`src/rtl/sink_off_pkg.sv`:
```
// Constants shared by the sink off-time timer block.
// Assumes a 100 MHz system clock and an 8-bit register write/read port.
package sink_off_pkg;
  localparam int unsigned CLK_HZ          = 100_000_000;
  localparam int unsigned TICK_MS         = 100;
  localparam int unsigned TICK_CYCLES     = CLK_HZ / 1000 * TICK_MS;
  localparam logic [7:0]  ADDR_SINK7_OFF  = 8'h1f;
  localparam logic [7:0]  ADDR_SINK8_OFF  = 8'h20;
  localparam logic [7:0]  ADDR_SINK9_OFF  = 8'h21;
  localparam logic [7:0]  ADDR_FADE       = 8'h22;
  localparam int unsigned CODE_MSB        = 6;
  localparam int unsigned FADE_OUT_LSB    = 4;
  localparam logic [6:0]  CODE_DISABLED   = 7'h00;
  localparam logic [6:0]  CODE_HOLD_OFF   = 7'h7f;
  localparam logic [6:0]  CODE_ZERO_SEC   = 7'h01;
  localparam logic [7:0]  OFF_TIME_RESET  = 8'h00;
  localparam logic [3:0]  FADE_OUT_OFF    = 4'h0;

  typedef enum logic [2:0] {
    ST_ON   = 3'b001,
    ST_OFF  = 3'b010,
    ST_HOLD = 3'b100
  } phase_t;
endpackage : sink_off_pkg

```
`src/rtl/sink_off_channel.sv`:
```
// One sink's off phase sequencer.
// Assumes on_done pulses once when the on-time timer ends an on phase.
`timescale 1ns/100ps
module sink_off_channel
  import sink_off_pkg::*;
(
  input  wire logic       clk,      // System clock
  input  wire logic       rst_n,    // Synchronised reset
  input  wire logic       tick,     // 0.1 s enable pulse
  input  wire logic       enable,   // Sink enable
  input  wire logic [6:0] off_code, // Off-time code
  input  wire logic       on_done,  // On phase ended
  output logic            conduct,  // Sink current on
  output logic            off_end   // Pulse: off phase over
);
  phase_t     phase;
  phase_t     next_phase;
  logic [6:0] count;
  logic [6:0] next_count;
  logic       next_off_end;

  always_comb begin
    next_phase   = phase;
    next_count   = count;
    next_off_end = 1'b0;
    case (phase)
      ST_ON: begin
        if (enable && on_done && off_code != CODE_DISABLED) begin
          next_count = 7'h00;
          next_phase = (off_code == CODE_HOLD_OFF) ? ST_HOLD : ST_OFF;
        end
      end
      ST_OFF: begin
        if (!enable || off_code == CODE_DISABLED) begin
          next_phase = ST_ON;
        end else if (count + 7'h01 >= off_code) begin
          next_phase   = ST_ON;
          next_off_end = 1'b1;
        end else if (tick) begin
          next_count = count + 7'h01;
        end
      end
      ST_HOLD: begin
        if (!enable || off_code != CODE_HOLD_OFF) next_phase = ST_ON;
      end
      default: next_phase = ST_ON;
    endcase
  end

  always_ff @(posedge clk or negedge rst_n) begin
    if (!rst_n) begin
      phase   <= ST_ON;
      count   <= 7'h00;
      conduct <= 1'b0;
      off_end <= 1'b0;
    end else begin
      phase   <= next_phase;
      count   <= next_count;
      conduct <= enable && (next_phase == ST_ON);
      off_end <= next_off_end;
    end
  end

  AST_DISABLED_CONDUCTS: assert property (@(posedge clk) disable iff (!rst_n)
    (enable && off_code == CODE_DISABLED) [*2] |=> conduct)
    else $error("sink dark while off time disabled");
  AST_HOLD_STAYS_DARK: assert property (@(posedge clk) disable iff (!rst_n)
    (phase == ST_HOLD && enable && off_code == CODE_HOLD_OFF) |=> !conduct)
    else $error("held-off sink conducted");
  AST_OFF_ENTERED: assert property (@(posedge clk) disable iff (!rst_n)
    (phase == ST_ON && enable && on_done && off_code > CODE_ZERO_SEC
     && off_code != CODE_HOLD_OFF) |=> phase == ST_OFF ##0 !conduct)
    else $error("off phase not entered");
  AST_COUNT_RESTART: assert property (@(posedge clk) disable iff (!rst_n)
    ($rose(phase == ST_OFF)) |-> count == 7'h00)
    else $error("off counter did not restart");
endmodule : sink_off_channel

```
`src/rtl/sink_blink_off_timer.sv`:
```
// Off-time timers for independent sinks 7, 8 and 9 with their byte registers.
// Assumes a byte register port synchronous to clk and on-time pulses from outside.
// Functional notes
// - Each off-time register keeps the code in bits 6..0 and bit 7 reserved, reading zero.
// - A zero code keeps the sink conducting for as long as it is enabled.
// - Codes 1 to 126 turn the sink off for the off period, then back on under on-time control.
// - Code 1 gives 0.0 s, rising 0.1 s per code step up to 12.5 s at code 126.
// - Code 127 holds the sink off indefinitely once it turns off.
// - The off-time registers of sinks 7, 8 and 9 sit at 0x1f, 0x20 and 0x21.
// - The shared fade-out time field is bits 7..4 of the fade register; zero means instant off.
`timescale 1ns/100ps
module sink_blink_off_timer
  import sink_off_pkg::*;
#(
  parameter int unsigned TICK_DIV = TICK_CYCLES // Cycles per 0.1 s tick
) (
  input  wire logic       clk,          // System clock, 100 MHz
  input  wire logic       arst_n,       // Asynchronous reset, active low
  input  wire logic       reg_wr,       // Register write strobe
  input  wire logic       reg_rd,       // Register read strobe
  input  wire logic [7:0] reg_addr,     // Register address
  input  wire logic [7:0] reg_wdata,    // Register write data
  output logic      [7:0] reg_rdata,    // Registered read data
  input  wire logic [2:0] sink_enable,  // Enables of sinks 9..7
  input  wire logic [2:0] sink_on_done, // On phase end pulses, sinks 9..7
  output logic      [2:0] sink_current, // Current on, sinks 9..7
  output logic      [2:0] sink_off_end, // Off phase end pulses, sinks 9..7
  output logic            fade_active,  // Nonzero fade-out time
  output logic            zero_warn     // 0.0 s off code with no fade-out
);
  // A divide of one would fire the tick every cycle and break the tick spacing
  if (TICK_DIV < 2) begin : g_bad_div
    $error("TICK_DIV must be at least 2");
  end

  logic        rst_meta;
  logic        rst_n;
  logic [6:0]  sink7_off_code;
  logic [6:0]  sink8_off_code;
  logic [6:0]  sink9_off_code;
  logic [3:0]  sink_fade_out_time;
  logic [6:0]  next_sink7_off_code;
  logic [6:0]  next_sink8_off_code;
  logic [6:0]  next_sink9_off_code;
  logic [3:0]  next_sink_fade_out_time;
  logic [7:0]  next_reg_rdata;
  logic [31:0] div_count;
  logic [31:0] next_div_count;
  logic        tick;
  logic        next_tick;
  logic [20:0] codes;
  logic [2:0]  conduct;
  logic [2:0]  off_end;
  logic        next_zero_warn;

  // Reset enters asynchronously, is released through two flops
  always_ff @(posedge clk or negedge arst_n) begin
    if (!arst_n) begin
      rst_meta <= 1'b0;
      rst_n    <= 1'b0;
    end else begin
      rst_meta <= 1'b1;
      rst_n    <= rst_meta;
    end
  end

  always_comb begin
    next_sink7_off_code     = sink7_off_code;
    next_sink8_off_code     = sink8_off_code;
    next_sink9_off_code     = sink9_off_code;
    next_sink_fade_out_time = sink_fade_out_time;
    next_reg_rdata          = reg_rdata;
    if (reg_wr) begin
      if (reg_addr == ADDR_SINK7_OFF) begin
        next_sink7_off_code = reg_wdata[CODE_MSB:0];
      end else if (reg_addr == ADDR_SINK8_OFF) begin
        next_sink8_off_code = reg_wdata[CODE_MSB:0];
      end else if (reg_addr == ADDR_SINK9_OFF) begin
        next_sink9_off_code = reg_wdata[CODE_MSB:0];
      end else if (reg_addr == ADDR_FADE) begin
        next_sink_fade_out_time = reg_wdata[7:FADE_OUT_LSB];
      end
    end
    if (reg_rd) begin
      if (reg_addr == ADDR_SINK7_OFF) begin
        next_reg_rdata = {1'b0, sink7_off_code};
      end else if (reg_addr == ADDR_SINK8_OFF) begin
        next_reg_rdata = {1'b0, sink8_off_code};
      end else if (reg_addr == ADDR_SINK9_OFF) begin
        next_reg_rdata = {1'b0, sink9_off_code};
      end else if (reg_addr == ADDR_FADE) begin
        next_reg_rdata = {sink_fade_out_time, 4'h0};
      end else begin
        next_reg_rdata = 8'h00;
      end
    end
  end

  // Shared divider; all sinks step on the same tick so timing skew between them is nil
  always_comb begin
    next_tick      = 1'b0;
    next_div_count = div_count + 32'd1;
    if (div_count >= TICK_DIV - 1) begin
      next_div_count = 32'd0;
      next_tick      = 1'b1;
    end
  end

  // Flags a setup that would give a dark interval of only one clock cycle
  always_comb begin
    next_zero_warn = (sink_fade_out_time == FADE_OUT_OFF) &&
                     (sink7_off_code == CODE_ZERO_SEC || sink8_off_code == CODE_ZERO_SEC ||
                      sink9_off_code == CODE_ZERO_SEC);
  end

  always_ff @(posedge clk or negedge rst_n) begin
    if (!rst_n) begin
      sink7_off_code     <= OFF_TIME_RESET[CODE_MSB:0];
      sink8_off_code     <= OFF_TIME_RESET[CODE_MSB:0];
      sink9_off_code     <= OFF_TIME_RESET[CODE_MSB:0];
      sink_fade_out_time <= FADE_OUT_OFF;
      reg_rdata          <= 8'h00;
      div_count          <= 32'd0;
      tick               <= 1'b0;
      sink_current       <= 3'b000;
      sink_off_end       <= 3'b000;
      fade_active        <= 1'b0;
      zero_warn          <= 1'b0;
    end else begin
      sink7_off_code     <= next_sink7_off_code;
      sink8_off_code     <= next_sink8_off_code;
      sink9_off_code     <= next_sink9_off_code;
      sink_fade_out_time <= next_sink_fade_out_time;
      reg_rdata          <= next_reg_rdata;
      div_count          <= next_div_count;
      tick               <= next_tick;
      sink_current       <= conduct;
      sink_off_end       <= off_end;
      fade_active        <= sink_fade_out_time != FADE_OUT_OFF;
      zero_warn          <= next_zero_warn;
    end
  end

  assign codes = {sink9_off_code, sink8_off_code, sink7_off_code};

  for (genvar i = 0; i < 3; i++) begin : g_sink
    sink_off_channel u_chan (
      .clk      (clk),
      .rst_n    (rst_n),
      .tick     (tick),
      .enable   (sink_enable[i]),
      .off_code (codes[i*7 +: 7]),
      .on_done  (sink_on_done[i]),
      .conduct  (conduct[i]),
      .off_end  (off_end[i])
    );
  end

  AST_RESERVED_ZERO: assert property (@(posedge clk) disable iff (!rst_n)
    $past(reg_rd) && ($past(reg_addr) == ADDR_SINK7_OFF || $past(reg_addr) == ADDR_SINK8_OFF
      || $past(reg_addr) == ADDR_SINK9_OFF) |-> !reg_rdata[7])
    else $error("reserved bit read as one");
  AST_WRITE_LANDS: assert property (@(posedge clk) disable iff (!rst_n)
    reg_wr && reg_addr == ADDR_SINK8_OFF |=> sink8_off_code == $past(reg_wdata[6:0]))
    else $error("sink8 off time write lost");
  AST_TICK_SPACING: assert property (@(posedge clk) disable iff (!rst_n)
    tick |=> !tick)
    else $error("tick pulses back to back");
  AST_FADE_FLAG: assert property (@(posedge clk) disable iff (!rst_n)
    reg_wr && reg_addr == ADDR_FADE && reg_wdata[7:4] == 4'h0 |=> ##1 !fade_active)
    else $error("fade flag set with fade disabled");
endmodule : sink_blink_off_timer

```
`config.mk`:
```
export PLATFORM = sky130hd
export DESIGN_NAME = sink_blink_off_timer
export DESIGN_NICKNAME = d
export VERILOG_FILES = /design/src/rtl/sink_off_pkg.sv /design/src/rtl/sink_off_channel.sv /design/src/rtl/sink_blink_off_timer.sv
export SDC_FILE = /design/constraint.sdc
export NUM_CORES = 1
export LEC_CHECK = 0
export BUFFER_PORTS_ARGS = -buffer_cell sky130_fd_sc_hd__buf_4
export CORE_ASPECT_RATIO = 0.5
export CORE_UTILIZATION = 51
export CTS_CLUSTER_DIAMETER = 40
export DETAILED_ROUTE_END_ITERATION = 7
export PLACE_DENSITY = 0.69
export SYNTH_ARGS = -nofsm -noshare
export SYNTH_HDL_FRONTEND = slang
export SYNTH_SLANG_ARGS = --single-unit
```
`constraint.sdc`:
```
create_clock -name clk -period 4.8 [get_ports clk]
set_input_delay 0.48 -clock clk [delete_from_list [all_inputs] [get_ports clk]]
set_output_delay 0.48 -clock clk [all_outputs]
set_load 0.05 [all_outputs]
```
-- Yosys cells after proc, flatten, opt, wreduce, memory -nomap -nowiden
Index checks and enable logic that the tools add are counted.
Widths: inputs -> output; s select.
- add/subtract/negate cells: 4
- magnitude comparators: 4
- equality and inequality tests: 37
- multiplexer cells: 48
- bitwise operators: 3
- reduce and logical (&&, ||, !) cells: 39
- operators by type and width (cell ; count):
    $mux 7 ; 12
    $mux 3 ; 15
    $pmux 7 s2 ; 3
    $add 32x1->32 const B ; 1
    $ge 32x24->1 const B ; 1
    $mux 32 ; 1
    $mux 8 ; 4
    $pmux 3 s3 ; 3
    $eq 8x6->1 const B ; 3
    $add 7x1->7 const B ; 3
    $eq 7x1->1 const B ; 3
    $eq 7x7->1 const B ; 3
    $ge 7x7->1 ; 3
    $logic_not 7->1 ; 3
    $ne 7x7->1 const B ; 3
    $reduce_bool 7->1 ; 3
    $reduce_and 5->1 ; 4
    $eq 3x1->1 const B ; 6
    $ne 2x2->1 const B ; 9
    $logic_and 1x1->1 ; 10
    $mux 1 ; 10
    $eq 3x2->1 const B ; 3
    $eq 3x3->1 const B ; 3
    $eq 8x5->1 const B ; 1
    other kinds (10) ; 25
- bits in registers: 112
- input bits: 26
- output and inout port bits: 16
- logic and storage cells: 160

-- Depth between registers and ports, before layout
- depth after elaboration: 7
- depth in mapped cells: 10
- gate-level depth less buffers: 10

-- By module
A second synthesis with hierarchy kept.
- cells, all modules: 541
- area total of the unflattened synthesis: 5975.7 µm²
- modules (own cells, without submodules) (module ; times used ; cells each ; area an instance (µm²) ; seq. area each (µm²)):
    sink_blink_off_timer ; 1 ; 280 ; 3440.8 ; 1901.8
    sink_off_channel at g_sink[0].u_chan ... ; 2 ; 83 ; 818.3 ; 301.5
    sink_off_channel at g_sink[2].u_chan ; 1 ; 95 ; 898.4 ; 301.5

-- Least setup slack after synthesis
OpenSTA, ideal clock, no wires.
- path type: flip-flop to flip-flop
- start: register g_sink[2].u_chan.count[0]
- end: register g_sink[2].u_chan.count[0]
- library setup time: 125 ps
- arrival: 2335 ps
- required time: 4675 ps
- slack: 2341 ps
- cell stages (with the launch flop): 11
- path buffers: 0
- clock period less this slack: 2459 ps
- path through: dfrtp_1 > ha_1 > nand3_1 > nor3_1 > xnor2_1 > ha_1 > a21oi_1 > and3_1 > o21ai_1 > o22ai_2 > mux2_2
- longest elaborated chain between the ends: 5
- ends and longest elaborated chain (item ; line ; source):
    from (decl) ; sink_off_channel.sv:18 ; logic [6:0] count;
    from (signal assigned) ; sink_off_channel.sv:58 ; count <= next_count;
    $add 7x1->7 (*) ; sink_off_channel.sv:36, sink_off_channel.sv:40 ;
    branches (longest 4 deep; another with $ge 7x7->1) ; - ;
Every way passes the cells marked *. The select of a mux whose other input is x is not followed.
A chain may end at the register's enable or synchronous reset.

-- Worst setup path in the final report
Ends and elaborated chain as after synthesis.

==> flow_summary.yaml <==
run_status:
  outcome: "finished clean"
global_route:
  grt_pass1_wl_um: 19800
  overflow: 0
  antenna_found_initial: 0
  grt_max_degree: 62
  grt_pass1_vias: 4222
  grtUsageTotal_pct: 21.0
placement:
  dp_slack_ps: 2080
  gp_congestion: 0.785
  dp_hpwl_um: 8430
  port_buffers: 41
  place_inst: 748
  placed_cell_area_um2: 6330
floorplanning:
  start_util_pct: 52.7
  coreArea_um2: 11100
  die_x_um: 153
  die_h_um: 77.7
  die_area_um2: 11900
  io_pins: 42
  rows: 27
routing:
  wl_per_cell_um: 15.1
  vias_per_cell: 5.55
  wl_um: 11500
  drcViolationCount: 0
  first_pass_iters: 5
  via_count: 4243
  ant_nets: 0
  drtIter0Drc: 131
clock_network:
  clkSinkCount: 112
  cts-htree-levels: 3
  cts_setup_buffers: 0
  cts_buffer_depth: 2
  numCtsBuffers: 9
  cts_tree: "yes"
  path_clk_slew_ps: 70
  clk_latency_ps: 350
  clockRootBuffer: "clkbuf_16"
worst_setup_path:
  crit_fanout: 7
  timing.rr.start: "g_sink[2].u_chan.count[0]"
  worstReg2RegEnd: "g_sink[2].u_chan.count[0]"
  cp-end-kind: "register"
  setup.worst_path.start_class: "register"
  r2r_slack_ps: 2060
  required_ps: 5040
  r2r_cells: 10
  crit_type: "register to register"
  worstPathArrival_ps: 2980
timing:
  worst_clock_skew_ps: 8.67
  holdWs_ps: 349
  fmax_mhz: 365
  period_share_pct: 57.0
  slew_violations: 0
  layout_min_cycle_time_ps: 2740
  final_hold_viol_count: 0
  rsz0062_at_grt: "no"
  slew_headroom_pct: 34.2
  tightest_slew_ps: 983
  setup_slack_ps: 2060
  setup_tns_ps: 0
  setup_violations: 0
synthesis:
  synthCells: 563
  synth_edf_count: 0
  synth_mux_area_share_pct: 7.09
  synth_top_family_by_area: "simple AND/OR/NAND/NOR gates"
  synthArstFlopShare_pct: 100
  synth-seq-cells: 112
  avgSynthCellArea_um2: 10.4
  synth_simple_gate_area_share_pct: 19.5
  synthAdderAreaFrac_pct: 5.35
  yosysWarnings: 0
  synthFlopType: "dfrtp_1"
  yosysUniqueCellTypes: 71
  synth_xor_area_share_pct: 5.39
  ys_seq_area_share_pct: 48.0
  syn_area_um2: 5840
  synth_compound_area_share_pct: 10.8
worst_hold_path:
  worstHoldPathCells: 0
  whs_endpoint: "sink_current[1]"
  min_path_type: "register to register"
  hold_start: "g_sink[1].u_chan.conduct"
cells_and_area:
  drive_above_1_share_pct: 18.1
  final_core_util_pct: 59.8
  final_common_cell: "dfrtp_1"
  final_area_um2: 6620
  n_antenna_cell: 0
  fill_cells: 971
  final_cell_count_no_fill: 765
  syn2layout_area_growth_pct: 13.3
  nNetsFinal: 666
  final_cell_mix: "108 x dfrtp_1, 47 x nand2_1, 44 x inv_1"
power:
  p_per_area_nw_per_um2: 376
  p_total_mw: 2.49
  ir_worst_vdd_uv: 166
  p_leak_nw: 2.85
flow_run:
  drv_cap: 0
[area by class of cell]
type,instances,area [µm²],area share [%]
Multi-Input combinational cell,404,2850,43.1
Sequential cell,112,2810,42.4
Timing Repair Buffer,44,333,5.03
Clock buffer,10,239,3.61
Tap cell,145,181,2.74
Inverter,44,165,2.49
Clock inverter,6,42.5,0.642
[report_power, final]
group,internal (mW),leakage (nW),switching [mW],total [mW]
combinational,0.261,1.23,0.357,0.618
sequential,1.06,1.48,0.0987,1.15
clock,0.368,0.135,0.346,0.714
total,1.69,2.85,0.801,2.49
[synth_stat cells (all sizes together), types with 7 or more instances]
cell / n / area share, %
nor2b: 9 / 0.96
nor3b: 7 / 1.3
a211oi: 14 / 2.0
dfrtp: 109 / 47
nand3: 29 / 2.5
nand2: 47 / 3.0
mux2: 27 / 5.2
nor4: 8 / 1.1
and3: 7 / 0.75
inv: 44 / 2.8
mux2i: 11 / 1.9
ha: 25 / 5.4
nor2: 43 / 2.8
nor3: 14 / 1.3
xnor2: 30 / 4.5
nand4: 15 / 1.9
a21oi: 16 / 1.4
nand2b: 7 / 0.75
o21ai: 15 / 1.4
buf: 7 / 0.62
[per-layer routing]
layer	track usage (%)	routed length, µm	vias to the layer above
met2	35.3	5340	53
met5	0	0	-
met4	6.00	141	0
li1	-	-	2108
met3	5.47	394	14
met1	26.9	5640	2068
[flip-flops by register name (all words and copies together) (netlist names), 4 cells and up]
| name | cells |
|---|---|
| sink7_off_code | 7 |
| sink_fade_out_time | 4 |
| reg_rdata | 8 |
| sink8_off_code | 7 |
| g_sink.u_chan.count | 21 |
| div_count | 32 |
| g_sink.u_chan.phase | 9 |
| sink9_off_code | 7 |
[what timing repair did]
| item | in CTS | in global routing |
|---|---|---|
| endpoints found under the setup margin | 0 | 0 |
| hold endpoints to repair | 2 | 0 |
| resized for setup | 0 | 0 |
| hold buffers | 1 | 0 |
[how the worst max path moves through the flow]
stage                                endpoint  cells past startpoint  slack (ps)                      start
global placement    g_sink[2].u_chan.count[0]                     10        2150  g_sink[2].u_chan.count[0]
finish              g_sink[2].u_chan.count[0]                     10        2060  g_sink[2].u_chan.count[0]
floorplan                        div_count[0]                      0        1450                      rst_n
global route        g_sink[2].u_chan.count[0]                     10        1790  g_sink[2].u_chan.count[0]
detailed placement  g_sink[2].u_chan.count[0]                     10        2080  g_sink[2].u_chan.count[0]
CTS                 g_sink[2].u_chan.count[0]                     10        2040  g_sink[2].u_chan.count[0]
[worst max-delay path: stages, from the launching register on]
cell and delay (ps):
dfrtp_1 440, ha_1 210, nand3_1 130, nor3_1 190, xnor2_1 180, ha_1 310, a21oi_1 140, and3_1 150
o21ai_1 150, o22ai_2 350, mux2_2 380
[logic make-up after synthesis]
| group | count (synthesis) |
|---|---|
| and+or+nand+nor | 209 |
| DFF | 112 |
| AOI/OAI and AO/OA | 87 |
| buffers and inverters | 54 |
| muxes | 38 |
| xor gates and xnor gates | 36 |
| adders and majority gates | 25 |
| other | 2 |
No activity file was read; power rests on OpenSTA's default activity.
